## src/design/sar_regs.vh

```
// Purpose: register map, fields and constants of the SDRAM refresh block
// Assumes: AXI4-Lite, 32-bit words, byte addresses
// Notes: include by bare name
`ifndef SAR_REGS_VH
`define SAR_REGS_VH
// Offsets
`define SAR_OFF_A2WC 5'h00
`define SAR_OFF_A3WC 5'h04
`define SAR_OFF_SDC 5'h08
`define SAR_OFF_RTCS 5'h0C
`define SAR_OFF_RCNT 5'h10
`define SAR_OFF_RCMP 5'h14
`define SAR_OFF_STAT 5'h18
// Area 2 wait control fields
`define SAR_A2_CL_LO 7
`define SAR_A2_CL_HI 8
`define SAR_A2_ONE_BIT 10
`define SAR_A2_CL_RST 2'h2
// Area 3 wait control fields
`define SAR_A3_TRP_LO 0
`define SAR_A3_TRP_HI 1
`define SAR_A3_TRC_LO 2
`define SAR_A3_TRC_HI 3
`define SAR_A3_TRP_RST 2'h1
`define SAR_A3_TRC_RST 2'h3
// SDRAM control fields
`define SAR_SDC_EN_BIT 0
`define SAR_SDC_MODE_BIT 1
// Timer control fields
`define SAR_RT_CKS_LO 0
`define SAR_RT_CKS_HI 2
`define SAR_RT_RRC_LO 3
`define SAR_RT_RRC_HI 5
// Widths
`define SAR_CNT_W 8
`define SAR_PRE_W 12
// SDRAM commands
`define SAR_CMD_NOP 2'h0
`define SAR_CMD_PALL 2'h1
`define SAR_CMD_REF 2'h2
// AXI responses
`define SAR_RESP_OKAY 2'h0
`define SAR_RESP_SLVERR 2'h2
`endif

```

## src/design/sar_prescaler.v

```verilog
// Purpose: refresh counter clock prescaler, one-cycle tick per selected period
// Assumes: select 0 stops the tick
// Notes: select 1..7 divide by 4,16,64,256,1024,2048,4096
`timescale 1ns/1ns
`include "sar_regs.vh"
module sar_prescaler (
  // Clock and reset
  input wire core_clk,
  input wire srst,
  // Control
  input wire [2:0] clk_sel,
  // Tick
  output reg tick_q
);
  reg [`SAR_PRE_W-1:0] pre_q;
  reg [`SAR_PRE_W-1:0] mask;

  always @* begin
    case (clk_sel)
      3'h1: mask = 12'h003;
      3'h2: mask = 12'h00F;
      3'h3: mask = 12'h03F;
      3'h4: mask = 12'h0FF;
      3'h5: mask = 12'h3FF;
      3'h6: mask = 12'h7FF;
      3'h7: mask = 12'hFFF;
      default: mask = 12'h000;
    endcase
  end

  // Free-running, so a new select takes effect without clearing anything
  always @(posedge core_clk) begin
    if (srst) begin
      pre_q <= 12'h000;
      tick_q <= 1'b0;
    end else begin
      pre_q <= pre_q + 12'h001;
      tick_q <= (clk_sel != 3'h0) && ((pre_q & mask) == mask);
    end
  end
endmodule // sar_prescaler

```

## src/design/sar_refresh_ctrl.v

```verilog
// Purpose: area 2 CAS latency register and SDRAM auto-refresh engine
// Assumes: AXI4-Lite slave, one clock, synchronous reset
// Notes: sdram_cmd_q holds NOP when no refresh command is due
//
// Overview of operation
// - Bits 8:7 of the area 2 wait register pick CAS latency 1 to 4 cycles, reset 10.
// - Bit 10 of the area 2 wait register reads one, other reserved bits read zero.
// - Refresh interval follows the selected counter clock and the compare constant.
// - Selecting a counter clock lets the counter run on from its present value.
// - A counter equal to the constant requests refresh, repeated as the repeat count says.
// - On that match the counter clears to zero and keeps counting.
// - Each auto-refresh opens with a precharge-all command in the precharge cycle.
// - After the precharge cycle come the programmed idle cycles, then the refresh command.
// - One or more idle cycles sit between precharge and refresh when the wait is nonzero.
// - After refresh no new command is issued for the programmed recovery cycles.
//
// Our own choices: the AXI4-Lite slave port and the address map.
`timescale 1ns/1ns
`include "sar_regs.vh"
module sar_refresh_ctrl (
  // Clock and reset
  input wire core_clk,
  input wire srst,
  // AXI4-Lite write address
  input wire s_axi_awvalid,
  output reg s_axi_awready,
  input wire [4:0] s_axi_awaddr,
  // AXI4-Lite write data
  input wire s_axi_wvalid,
  output reg s_axi_wready,
  input wire [31:0] s_axi_wdata,
  input wire [3:0] s_axi_wstrb,
  // AXI4-Lite write response
  output reg s_axi_bvalid,
  input wire s_axi_bready,
  output reg [1:0] s_axi_bresp,
  // AXI4-Lite read address
  input wire s_axi_arvalid,
  output reg s_axi_arready,
  input wire [4:0] s_axi_araddr,
  // AXI4-Lite read data
  output reg s_axi_rvalid,
  input wire s_axi_rready,
  output reg [31:0] s_axi_rdata,
  output reg [1:0] s_axi_rresp,
  // SDRAM side
  output reg [1:0] sdram_cmd_q,
  output reg sdram_cmd_hold_q,
  output reg refresh_req_q,
  output reg [1:0] area2_column_latency_q
);
  localparam ST_IDLE = 3'h0;
  localparam ST_PALL = 3'h1;
  localparam ST_PWAIT = 3'h2;
  localparam ST_REF = 3'h3;
  localparam ST_RECOV = 3'h4;

  // Register state
  reg [1:0] precharge_wait_field_q;
  reg [1:0] refresh_recovery_field_q;
  reg refresh_enable_bit_q;
  reg refresh_mode_bit_q;
  reg [2:0] refresh_clock_select_q;
  reg [2:0] refresh_repeat_count_q;
  reg [`SAR_CNT_W-1:0] refresh_counter_q;
  reg [`SAR_CNT_W-1:0] refresh_compare_constant_q;
  // Engine state
  reg [2:0] state_q;
  reg [1:0] wait_q;
  reg [3:0] pend_q;
  reg [3:0] pend_d;
  reg [4:0] pend_sum;
  // Bus state
  reg aw_have_q;
  reg w_have_q;
  reg [4:0] awaddr_q;
  reg [31:0] wdata_q;
  reg [3:0] wstrb_q;
  reg [31:0] rd_mux;
  reg rd_ok;
  wire tick;
  wire do_write;
  wire match;
  wire wr_cnt;

  sar_prescaler u_pre (
    .core_clk(core_clk),
    .srst(srst),
    .clk_sel(refresh_clock_select_q),
    .tick_q(tick)
  );

  assign do_write = aw_have_q && w_have_q && !s_axi_bvalid;
  assign wr_cnt = do_write && (awaddr_q == `SAR_OFF_RCNT) && wstrb_q[0];
  // Match only while auto-refresh is on; self-refresh mode suppresses it
  assign match = refresh_enable_bit_q && !refresh_mode_bit_q &&
                 (refresh_counter_q == refresh_compare_constant_q);

  // Write channel: address and data accepted in either order
  always @(posedge core_clk) begin
    if (srst) begin
      s_axi_awready <= 1'b1;
      s_axi_wready <= 1'b1;
      s_axi_bvalid <= 1'b0;
      s_axi_bresp <= `SAR_RESP_OKAY;
      aw_have_q <= 1'b0;
      w_have_q <= 1'b0;
      awaddr_q <= 5'h00;
      wdata_q <= 32'h00000000;
      wstrb_q <= 4'h0;
    end else begin
      if (s_axi_awvalid && s_axi_awready) begin
        aw_have_q <= 1'b1;
        awaddr_q <= s_axi_awaddr;
        s_axi_awready <= 1'b0;
      end
      if (s_axi_wvalid && s_axi_wready) begin
        w_have_q <= 1'b1;
        wdata_q <= s_axi_wdata;
        wstrb_q <= s_axi_wstrb;
        s_axi_wready <= 1'b0;
      end
      if (do_write) begin
        s_axi_bvalid <= 1'b1;
        if (awaddr_q <= `SAR_OFF_STAT && awaddr_q[1:0] == 2'h0) begin
          s_axi_bresp <= `SAR_RESP_OKAY;
        end else begin
          s_axi_bresp <= `SAR_RESP_SLVERR;
        end
      end
      if (s_axi_bvalid && s_axi_bready) begin
        s_axi_bvalid <= 1'b0;
        aw_have_q <= 1'b0;
        w_have_q <= 1'b0;
        s_axi_awready <= 1'b1;
        s_axi_wready <= 1'b1;
      end
    end
  end

  // Writable fields; reserved bits are simply not stored
  always @(posedge core_clk) begin
    if (srst) begin
      area2_column_latency_q <= `SAR_A2_CL_RST;
      precharge_wait_field_q <= `SAR_A3_TRP_RST;
      refresh_recovery_field_q <= `SAR_A3_TRC_RST;
      refresh_enable_bit_q <= 1'b0;
      refresh_mode_bit_q <= 1'b0;
      refresh_clock_select_q <= 3'h0;
      refresh_repeat_count_q <= 3'h0;
      refresh_compare_constant_q <= 8'h00;
    end else if (do_write) begin
      case (awaddr_q)
        `SAR_OFF_A2WC: begin
          if (wstrb_q[0]) begin
            area2_column_latency_q[0] <= wdata_q[`SAR_A2_CL_LO];
          end
          if (wstrb_q[1]) begin
            area2_column_latency_q[1] <= wdata_q[`SAR_A2_CL_HI];
          end
        end
        `SAR_OFF_A3WC: begin
          if (wstrb_q[0]) begin
            precharge_wait_field_q <= wdata_q[`SAR_A3_TRP_HI:`SAR_A3_TRP_LO];
            refresh_recovery_field_q <= wdata_q[`SAR_A3_TRC_HI:`SAR_A3_TRC_LO];
          end
        end
        `SAR_OFF_SDC: begin
          if (wstrb_q[0]) begin
            refresh_enable_bit_q <= wdata_q[`SAR_SDC_EN_BIT];
            refresh_mode_bit_q <= wdata_q[`SAR_SDC_MODE_BIT];
          end
        end
        `SAR_OFF_RTCS: begin
          if (wstrb_q[0]) begin
            refresh_clock_select_q <= wdata_q[`SAR_RT_CKS_HI:`SAR_RT_CKS_LO];
            refresh_repeat_count_q <= wdata_q[`SAR_RT_RRC_HI:`SAR_RT_RRC_LO];
          end
        end
        `SAR_OFF_RCMP: begin
          if (wstrb_q[0]) begin
            refresh_compare_constant_q <= wdata_q[`SAR_CNT_W-1:0];
          end
        end
        default: begin
        end
      endcase
    end
  end

  // Refresh counter: a software write wins over a tick or a match
  always @(posedge core_clk) begin
    if (srst) begin
      refresh_counter_q <= 8'h00;
    end else if (wr_cnt) begin
      refresh_counter_q <= wdata_q[`SAR_CNT_W-1:0];
    end else if (match && tick) begin
      refresh_counter_q <= 8'h00;
    end else if (tick) begin
      refresh_counter_q <= refresh_counter_q + 8'h01;
    end
  end

  // Pending refresh count: a match adds repeat count plus one
  always @* begin
    pend_sum = {1'b0, pend_q};
    if (match && tick && !wr_cnt) begin
      pend_sum = pend_sum + {2'h0, refresh_repeat_count_q} + 5'h01;
    end
    if (state_q == ST_REF) begin
      pend_sum = pend_sum - 5'h01;
    end
    // Saturates rather than wraps if requests pile up
    if (pend_sum[4]) begin
      pend_d = 4'hF;
    end else begin
      pend_d = pend_sum[3:0];
    end
  end

  // Refresh sequencer
  always @(posedge core_clk) begin
    if (srst) begin
      state_q <= ST_IDLE;
      wait_q <= 2'h0;
      pend_q <= 4'h0;
      sdram_cmd_q <= `SAR_CMD_NOP;
      sdram_cmd_hold_q <= 1'b0;
      refresh_req_q <= 1'b0;
    end else begin
      pend_q <= pend_d;
      refresh_req_q <= match && tick && !wr_cnt;
      case (state_q)
        ST_IDLE: begin
          if (pend_q != 4'h0) begin
            state_q <= ST_PALL;
            sdram_cmd_q <= `SAR_CMD_PALL;
            sdram_cmd_hold_q <= 1'b1;
          end else begin
            sdram_cmd_q <= `SAR_CMD_NOP;
            sdram_cmd_hold_q <= 1'b0;
          end
        end
        ST_PALL: begin
          if (precharge_wait_field_q == 2'h0) begin
            state_q <= ST_REF;
            sdram_cmd_q <= `SAR_CMD_REF;
          end else begin
            state_q <= ST_PWAIT;
            sdram_cmd_q <= `SAR_CMD_NOP;
            wait_q <= precharge_wait_field_q - 2'h1;
          end
        end
        ST_PWAIT: begin
          if (wait_q == 2'h0) begin
            state_q <= ST_REF;
            sdram_cmd_q <= `SAR_CMD_REF;
          end else begin
            wait_q <= wait_q - 2'h1;
          end
        end
        ST_REF: begin
          state_q <= ST_RECOV;
          sdram_cmd_q <= `SAR_CMD_NOP;
          wait_q <= refresh_recovery_field_q;
        end
        ST_RECOV: begin
          // Hold stays up so no other command slips in
          if (wait_q == 2'h0) begin
            state_q <= ST_IDLE;
          end else begin
            wait_q <= wait_q - 2'h1;
          end
        end
        default: begin
          state_q <= ST_IDLE;
          sdram_cmd_q <= `SAR_CMD_NOP;
          sdram_cmd_hold_q <= 1'b0;
        end
      endcase
    end
  end

  // Read decode
  always @* begin
    rd_mux = 32'h00000000;
    rd_ok = 1'b1;
    case (s_axi_araddr)
      `SAR_OFF_A2WC: begin
        rd_mux[`SAR_A2_ONE_BIT] = 1'b1;
        rd_mux[`SAR_A2_CL_HI:`SAR_A2_CL_LO] = area2_column_latency_q;
      end
      `SAR_OFF_A3WC: begin
        rd_mux[`SAR_A3_TRP_HI:`SAR_A3_TRP_LO] = precharge_wait_field_q;
        rd_mux[`SAR_A3_TRC_HI:`SAR_A3_TRC_LO] = refresh_recovery_field_q;
      end
      `SAR_OFF_SDC: begin
        rd_mux[`SAR_SDC_EN_BIT] = refresh_enable_bit_q;
        rd_mux[`SAR_SDC_MODE_BIT] = refresh_mode_bit_q;
      end
      `SAR_OFF_RTCS: begin
        rd_mux[`SAR_RT_CKS_HI:`SAR_RT_CKS_LO] = refresh_clock_select_q;
        rd_mux[`SAR_RT_RRC_HI:`SAR_RT_RRC_LO] = refresh_repeat_count_q;
      end
      `SAR_OFF_RCNT: begin
        rd_mux[`SAR_CNT_W-1:0] = refresh_counter_q;
      end
      `SAR_OFF_RCMP: begin
        rd_mux[`SAR_CNT_W-1:0] = refresh_compare_constant_q;
      end
      `SAR_OFF_STAT: begin
        rd_mux[2:0] = state_q;
        rd_mux[7:4] = pend_q;
        rd_mux[8] = sdram_cmd_hold_q;
      end
      default: begin
        rd_ok = 1'b0;
      end
    endcase
  end

  // Read channel: one outstanding read, answer one cycle after acceptance
  always @(posedge core_clk) begin
    if (srst) begin
      s_axi_arready <= 1'b1;
      s_axi_rvalid <= 1'b0;
      s_axi_rdata <= 32'h00000000;
      s_axi_rresp <= `SAR_RESP_OKAY;
    end else if (s_axi_arvalid && s_axi_arready) begin
      s_axi_arready <= 1'b0;
      s_axi_rvalid <= 1'b1;
      s_axi_rdata <= rd_mux;
      s_axi_rresp <= rd_ok ? `SAR_RESP_OKAY : `SAR_RESP_SLVERR;
    end else if (s_axi_rvalid && s_axi_rready) begin
      s_axi_rvalid <= 1'b0;
      s_axi_arready <= 1'b1;
    end
  end
endmodule // sar_refresh_ctrl

```

## config.mk

```make
export PLATFORM = sky130hd
export DESIGN_NAME = sar_refresh_ctrl
export DESIGN_NICKNAME = d
export VERILOG_FILES = /design/src/design/sar_prescaler.v /design/src/design/sar_refresh_ctrl.v
export VERILOG_INCLUDE_DIRS = /design/src /design/src/design
export SDC_FILE = /design/constraint.sdc
export NUM_CORES = 1
export LEC_CHECK = 0
export ABC_AREA = 1
export BUFFER_PORTS_ARGS = -buffer_cell sky130_fd_sc_hd__buf_2
export CORE_MARGIN = 8
export CORE_UTILIZATION = 53
export CTS_CLUSTER_SIZE = 24
export DETAILED_ROUTE_END_ITERATION = 6
export PLACE_DENSITY = 0.78
export SLEW_MARGIN = 20
export SYNTH_ARGS = -nofsm -noshare
export SYNTH_HDL_FRONTEND = slang
export SYNTH_SLANG_ARGS = --single-unit
export TNS_END_PERCENT = 30
```

## constraint.sdc

```tcl
create_clock -name core_clk -period 5.7 [get_ports core_clk]
set_input_delay 0.57 -clock core_clk [delete_from_list [all_inputs] [get_ports core_clk]]
set_output_delay 0.57 -clock core_clk [all_outputs]
set_load 0.03 [all_outputs]
```

-- Word level (Yosys, flattened, before mapping)
Index checks and enable logic that the tools add are counted.
- $add $sub $neg: 7
- $mul: 0
- div/mod/pow operators: 0
- $lt $le $gt $ge: 1
- eq/ne operators: 29
- shift-type cells: 0
- mux-type cells: 36
- bitwise operators: 2
- reduce and logical (&&, ||, !) cells: 42
- operators with widths (cell ; number):
    case mux 12 bit (7 select lines) ; 1
    == test 5 bit (second input constant) ; 5
    2-to-1 mux 8 bit ; 3
    AND reduction 3 bit ; 8
    == test 5 x 4 -> 1 bit (second input constant) ; 4
    case mux 2 bit (4 select lines) ; 2
    == test 3 bit (second input constant) ; 5
    logical AND 1 bit ; 15
    case mux 3 bit (5 select lines) ; 1
    adder 12 x 1 -> 12 bit (second input constant) ; 1
    bitwise AND 12 bit ; 1
    == test 12 bit ; 1
    == test 3 x 2 -> 1 bit (second input constant) ; 4
    2-to-1 mux 2 bit ; 6
    case mux 2 bit (6 select lines) ; 1
    == test 5 x 3 -> 1 bit (second input constant) ; 2
    logical NOT 5 bit ; 2
    2-to-1 mux 5 bit ; 2
    != test 2 bit (second input constant) ; 5
    2-to-1 mux 1 bit ; 9
    2-to-1 mux 3 bit ; 3
    nonzero test 3 bit ; 3
    adder 8 x 1 -> 8 bit (second input constant) ; 1
    == test 8 bit ; 1
    22 further kinds ; 31
- register bits: 93
- bits in latches: 0
- bits in writable memories: 0
- ROM bits: 0
- input bits: 53
- output and inout port bits: 47
- logic and storage cells: 148
- memories: 0

-- Logic depth before layout (Yosys ltp)
Gate-level depths: netlist of the first run.
- depth in word-level cells: 10
- mapped depth: 18
- mapped depth without buffers: 18

-- Cells and area by module
From an unflattened synthesis of the first run, not the netlist that was laid out.
- cell total of the unflattened synthesis: 685
- area, all modules: 4725.8 um^2
- modules (own cells, without submodules) (module ; times used ; cells each ; area an instance (um^2) ; seq. area each (um^2)):
    sar_refresh_ctrl ; 1 ; 587 ; 4060.1 ; 1561.5
    sar_prescaler ; 1 ; 98 ; 665.6 ; 260.2

-- Worst setup path before layout of the first run
Ideal clock, no wire load.
- path kind: register to register
- start: register pend_q[0]
- end: register pend_q[0]
- arrival time: 1.918 ns
- required time: 5.568 ns
- setup slack: 3.650 ns
- cell stages (with the launch flop): 16
- path buffers: 0
- period minus slack after synthesis: 2.050 ns
- cells stage by stage: dfxtp_1 inv_1 ha_1 inv_1 fa_1 nand4_1 nand2_1 inv_1 ha_1 inv_1 nor2_1 nand3_2 nor2_1 nand2_1 nand2_2 a21oi_1
- cells in the longest elaborated chain, start to end: 6
- ends and longest elaborated chain (item ; RTL line ; text):
    from (decl) ; sar_refresh_ctrl.v:70 ; reg [3:0] pend_q;
    from (signal assigned) ; sar_refresh_ctrl.v:231 ; pend_q <= pend_d;
    adder 4 x 3 -> 5 bit ; sar_refresh_ctrl.v:208 ; pend_sum = pend_sum + {2'h0, refresh_repeat_count_q} + 5'h01;
    adder 5 x 1 -> 5 bit ; sar_refresh_ctrl.v:208 ;
    2-to-1 mux 5 bit (*) ; sar_refresh_ctrl.v:207 ; if (match && tick && !wr_cnt) begin
    subtractor 5 x 1 -> 5 bit ; sar_refresh_ctrl.v:211 ; pend_sum = pend_sum - 5'h01;
    2-to-1 mux 5 bit (*) ; sar_refresh_ctrl.v:210 ; if (state_q == ST_REF) begin
    2-to-1 mux 4 bit (*) ; sar_refresh_ctrl.v:214 ; if (pend_sum[4]) begin
Mark *: on every way between the ends. The rest lies on a longest branch, timed or not.
A chain may end at the register's enable or synchronous reset.

-- Worst setup path after layout of the first run
- start: register refresh_counter_q[1]
- end: register pend_q[1]
- cells in the longest elaborated chain, start to end: 8
- ends and longest elaborated chain (item ; RTL line ; text):
    from (decl) ; sar_refresh_ctrl.v:65 ; reg [`SAR_CNT_W-1:0] refresh_counter_q;
    from (signal assigned) ; sar_refresh_ctrl.v:196 ; refresh_counter_q <= wdata_q[`SAR_CNT_W-1:0];
    from (signal assigned) ; sar_refresh_ctrl.v:200 ; refresh_counter_q <= refresh_counter_q + 8'h01;
    == test 8 bit (*) ; sar_refresh_ctrl.v:97 ; (refresh_counter_q == refresh_compare_constant_q);
    logical AND 1 bit (*) ; sar_refresh_ctrl.v:96 ; assign match = refresh_enable_bit_q && !refresh_mode_bit_q &&
    logical AND 1 bit (*) (2 in series) ; sar_refresh_ctrl.v:207 ;
    2-to-1 mux 5 bit (*) ; sar_refresh_ctrl.v:207 ;
    subtractor 5 x 1 -> 5 bit ; sar_refresh_ctrl.v:211 ;
    2-to-1 mux 5 bit (*) ; sar_refresh_ctrl.v:210 ;
    2-to-1 mux 4 bit (*) ; sar_refresh_ctrl.v:214 ;
Marked as above.

==> flow_metrics.tcl, run 1 <==
set metrics [dict create \
    finalSetupViolCount 0 \
    p_leak_nw 2.16 \
    syn_avg_cell_area_um2 7.05 \
    antenna_found_initial 0 \
    nets 759 \
    drt-pass1-iter-count 5 \
    yosysWarningCount 0 \
    finalClockSkew_ns 0.00767 \
    crit_buf_inv 3 \
    required_ns 5.92 \
    cts.sinks 91 \
    clkLatencyLatePin_ns 0.37 \
    die_w_um 109 \
    worst_pin_slew_ns 0.868 \
    cp_common_cell "nand2_1" \
    cts_root_buffer "clkbuf_8" \
    area_delta_synth_final_pct 9.69 \
    peakVddDrop_mv 0.141 \
    place_hpwl_um 8510 \
    die-area_um2 11900 \
    post-cts-setup-buffers 0 \
    fin_crit_sh 0.426 \
    power_per_cell_area_nw_per_um2 270 \
    critPathLaunchType "flop" \
    end_kind "flop" \
    io_buffers 50 \
    initial_core_util 0.536 \
    holdCritPathClass "reg -> reg" \
    criticalPathCategory "reg -> reg" \
    via_count 4324 \
    cts_resized 0 \
    initialDrtViolationCount 239 \
    synth_common_cells "139 x nand2_1, 91 x dfxtp_1, 78 x inv_1" \
    vias_per_cell 5.33 \
    wire_per_inst_um 14.1 \
    reg2reg_from "refresh_counter_q[1]" \
    worstHoldStart "u_pre.pre_q[0]" \
    max-cap-violations 0 \
    htreeDepth 3 \
    synth_most_common_cell "nand2_1" \
    io_pins 100 \
    clk_path_buf_depth 2 \
    outcome "finished, final reports clean" \
    first_global_vias 4166 \
    crit_start "refresh_counter_q[1]" \
    grt_overflow 0 \
    cts-hold-fix-buffers 0 \
    cts_made_buffers 9 \
    antenna_left 0 \
    coreArea_um2 8590 \
    finalPower_mw 1.37 \
    drc 0 \
    synthCells 654 \
    cts_tree "built" \
    ys_seq_area_frac 0.395 \
    fmax_ghz 0.412 \
    cp_slowest_stage_delay_ns 0.53 \
    gp_congestion 0.932 \
    cp_slowest_cell "dfxtp_1" \
    synth_top_area_cell "dfxtp_1" \
    regArea_um2 1820 \
    track_usage 0.199 \
    multi_input_area_um2 2300 \
    grt_max_degree 48 \
    rows 34 \
    cts.clk_slew.worst_paths_ns 0.09 \
    synth_seq_cells 91 \
    wirelength_um 11500 \
    synth_cell_types 41 \
    drive_above_1_share 0.152 \
    synth_top_area_frac 0.395 \
    slew_headroom 0.422 \
    synth_ff_type "dfxtp_1" \
    crit_path_max_fanout 7 \
    final-hold-violation-count 0 \
    ys_top_cells_by_area "dfxtp_1 40%, nand2_1 11%, a21oi_1 7.3%" \
    grt_pass1_wl_um 19000 \
    crit_family "simple AND/OR/NAND/NOR gates" \
    final.min_clock_period_ns 2.43 \
    synth_edf_count 0 \
    critPathArrivalTime_ns 2.65 \
    synthArstFlopShare 0 \
    setup-tns-final_ns 0 \
    grt_setup_unrepaired "false" \
    finalMaxSlewViolations 0 \
    path_cells "inv_1, nand2_1, nand2_1, nor2_1, nand2_1, nor2_1, nand3_1, nand2_1, nand2_1, inv_1, ha_1, inv_1, nor2_1, nand3_2, nor2_1, nand2_1, nand2_2, a21oi_1" \
    n_fill_cell 811 \
    die_h_um 109 \
    netlist_area_um2 4610 \
    n_antenna_cell 0 \
]
[area by class of cell]
type	count	area share
multi-input cells	457	0.454
flip-flops and latches	91	0.360
inverters	90	0.0668
clock buffers	9	0.0245
repair buffers	50	0.0495
clock inverters	6	0.0178
well taps	108	0.0267
[cell families (layout without fill, tap and decap cells)]
family / after synthesis / in the layout / share of synthesized area
AND/OR/NAND/NOR: 257 / 257 / 0.250
AO/OA/AOI/OAI: 159 / 159 / 0.189
buffers and inverters: 129 / 155 / 0.125
flip-flops: 91 / 91 / 0.395
XOR/XNOR: 10 / 10 / 0.0190
adder cells (fa/ha/maj): 7 / 7 / 0.0206
other: 1 / 24 / 0.000814
[path summary, 6_finish.rpt]
kind | endpoint | slack [ns] | depth (start not counted)
max | pend_q[1] | 3.27 | 18
min | u_pre.pre_q[0] | 0.45 | 1
max reg2reg | pend_q[1] | 3.27 | 18
min reg2reg | u_pre.pre_q[0] | 0.45 | 1
[sequential cells by signal (all words and copies together), names as in the netlist, 2 cells and up]
name / cells
area2_column_latency_q: 2
wait_q: 2
precharge_wait_field_q: 2
s_axi_rdata: 10
refresh_recovery_field_q: 2
refresh_counter_q: 8
wstrb_q: 2
awaddr_q: 5
refresh_repeat_count_q: 3
refresh_clock_select_q: 3
u_pre.pre_q: 12
state_q: 3
sdram_cmd_q: 2
wdata_q: 9
refresh_compare_constant_q: 8
pend_q: 4
[routing by layer]
metal	wire length [µm]	vias to the layer above	part of all wire	GRT usage
met1	5050	1947	0.44	0.247
met3	815	33	0.071	0.0372
li1	-	2177	-	-
met5	0	-	0	0
met4	319	0	0.028	0.100
met2	5270	167	0.46	0.324
[report_power, final]
group	leakage [nW]	internal (mW)	total, mW	switching [mW]
clock network	0.106	0.246	0.483	0.237
logic	1.31	0.0534	0.194	0.140
registers	0.741	0.666	0.689	0.0235
total	2.16	0.965	1.37	0.401
[cells in the final DEF, fill, tap and decap left out, drive strengths merged, types with 2 or more instances in the layout]
master,count
nand2,145
dfxtp,91
inv,90
a21oi,68
o21ai,63
nor2,63
buf,50
conb,24
nand3,21
nor3,14
a31oi,11
clkbuf,9
nand4,8
xor2,6
ha,6
a211oi,5
nor4,5
xnor2,4
o211ai,4
clkinv,3
o2111ai,2
a41oi,2
bufinv,2
[metrics by stage]
stage	utilization	worst slack [ns]	instance area (µm²)	hold slack, ns	cells
3_5_place_dp	0.563	3.19	4840	0.440	796
2_1_floorplan	-	3.65	4690	0.418	677
5_1_grt	0.588	3.01	5050	0.467	811
6_report	0.588	3.27	5050	0.448	811
4_1_cts	0.588	3.35	5050	0.453	811
3_3_place_gp	0.563	3.23	4840	0.427	796
No activity file was read; power rests on OpenSTA's default activity.
==> inputs of run 2 (changes only) <==
--- a/config.mk
+++ b/config.mk
@@ -9,10 +9,10 @@
 export ABC_AREA = 1
 export BUFFER_PORTS_ARGS = -buffer_cell sky130_fd_sc_hd__buf_2
 export CORE_MARGIN = 8
-export CORE_UTILIZATION = 53
+export CORE_UTILIZATION = 49
 export CTS_CLUSTER_SIZE = 24
 export DETAILED_ROUTE_END_ITERATION = 6
-export PLACE_DENSITY = 0.78
+export PLACE_DENSITY = 0.76
 export SLEW_MARGIN = 20
 export SYNTH_ARGS = -nofsm -noshare
 export SYNTH_HDL_FRONTEND = slang
==> constraint.sdc (replaced) <==
create_clock -name core_clk -period 2.1 [get_ports core_clk]
set_input_delay 0.21 -clock core_clk [delete_from_list [all_inputs] [get_ports core_clk]]
set_output_delay 0.21 -clock core_clk [all_outputs]
set_load 0.03 [all_outputs]
==> flow_metrics.tcl, run 2 (same netlist as run 1, synthesis figures left out) <==
set metrics [dict create \
    io_pins 100 \
    finalSetupViolCount 1 \
    power_per_cell_area_nw_per_um2 680 \
    drive_above_1_share 0.212 \
    crit_path_max_fanout 3 \
    criticalPathCategory "reg -> reg" \
    largest_register_ffs 12 \
    n_antenna_cell 0 \
    cts-hold-fix-buffers 0 \
    grt_pass1_wl_um 19300 \
    outcome "finished, violations left" \
    wire_per_inst_um 13.9 \
    drt-pass1-iter-count 5 \
    grt_setup_unrepaired "true" \
    rows 35 \
    peakVddDrop_mv 0.379 \
    wirelength_um 11800 \
    die_h_um 113 \
    drc 0 \
    antenna_found_initial 0 \
    mostFrequentLayoutCells "139 x nand2_1, 81 x dfxtp_1, 75 x inv_1, 67 x a21oi_1, 60 x o21ai_0" \
    cts_tree "built" \
    fmax_ghz 0.476 \
    vias_per_cell 5.24 \
    finalPower_mw 3.61 \
    coreArea_um2 9200 \
    max_flop_register "u_pre.pre_q" \
    critPathLaunchType "flop" \
    grt_max_degree 40 \
    final-hold-violation-count 0 \
    holdCritPathClass "in -> reg" \
    gp_congestion 0.916 \
    area_delta_synth_final_pct 15.3 \
    fin_cells 847 \
    first_global_vias 4224 \
    worst_pin_slew_ns 0.562 \
    io_buffers 50 \
    via_count 4436 \
    track_usage 0.186 \
    fin_util 0.578 \
    final_common_cell "nand2_1" \
    p_leak_nw 2.31 \
    initial_core_util 0.501 \
    required_ns 2.33 \
    pre_cts_slack_ns -0.137 \
    die-area_um2 12800 \
    fin_crit_sh 1.00 \
    max-cap-violations 0 \
    final.min_clock_period_ns 2.10 \
    place_hpwl_um 9130 \
    slew_headroom 0.624 \
    clkLatencyLatePin_ns 0.36 \
    clk_path_buf_depth 2 \
    antenna_left 0 \
    failed_checks "setup timing" \
    finalClockSkew_ns 0.00783 \
    worst_slack_ns -0.000569 \
    grt_overflow 0 \
    finalMaxSlewViolations 0 \
    cts_made_buffers 9 \
    dp.cells 828 \
    setup-tns-final_ns -0.000569 \
    initialDrtViolationCount 258 \
    cts.sinks 91 \
    critPathArrivalTime_ns 2.33 \
    htreeDepth 3 \
    top_regs "u_pre.pre_q: 12 flops, s_axi_rdata: 10 flops, wdata_q: 9 flops" \
    cts.clk_slew.worst_paths_ns 0.09 \
    cts_root_buffer "clkbuf_8" \
    nets 792 \
    end_kind "flop" \
    die_w_um 113 \
]
==> run 2: timing repair <==
action | CTS | global route
pin swaps | 7 | 1
setup buffers | 4 | 0
endpoints found under the setup margin | 3 | 4
hold endpoints to repair | 0 | 0
gates resized for setup | 8 | 11
==> run 2: worst max-delay path, stage by stage (launching register included) <==
cell	delay (ns)
dfxtp_2	0.33
inv_2	0.05
ha_2	0.17
inv_2	0.04
fa_1	0.42
nand4_1	0.09
nand2_1	0.07
inv_1	0.06
ha_1	0.14
inv_1	0.05
nor2_2	0.11
nand3_2	0.12
nor2_1	0.10
nand2_1	0.06
nand2_2	0.09
a21oi_1	0.06
==> run 2: path summary, 6_finish.rpt <==
kind / startpoint / end / slack, ns / cells past startpoint
hold reg to reg: u_pre.pre_q[0] / u_pre.pre_q[0] / 0.45 / 1
hold / removal: s_axi_bready / s_axi_wready / 0.09 / 3
setup / recovery: pend_q[0] / pend_q[1] / -0.0006 / 15
setup reg to reg: pend_q[0] / pend_q[1] / -0.0006 / 15
==> run 2: where the power goes <==
group          internal (mW)  total [mW]  switching (mW)
registers               1.81        1.87          0.0643
logic                  0.161       0.551           0.389
clock network          0.553        1.19           0.641
total                   2.52        3.61            1.09
==> run 2: through the flow <==
stage,area [µm²],hold slack (ns)
after floorplan,4690,0.322
after global placement,5060,0.429
after detailed placement,5060,0.443
after CTS,5290,0.0815
after global routing,5320,0.0880
final,5320,0.0891
==> run 2: final cells by class <==
| cell class | count | area, µm² |
|---|---|---|
| fillers | 903 | 3880 |
| flip-flops and latches | 91 | 1840 |
| clock inverters | 5 | 62.6 |
| clock buffers | 10 | 128 |
| inverters | 90 | 338 |
| repair buffers | 83 | 498 |
| well taps | 111 | 139 |
| multi-input cells | 457 | 2310 |
==> run 2: routing by layer <==
layer  track usage  part of all wire
met1         0.224              0.45
met2         0.316              0.46
met3        0.0362             0.062
met4        0.0844             0.028
met5             0                 0
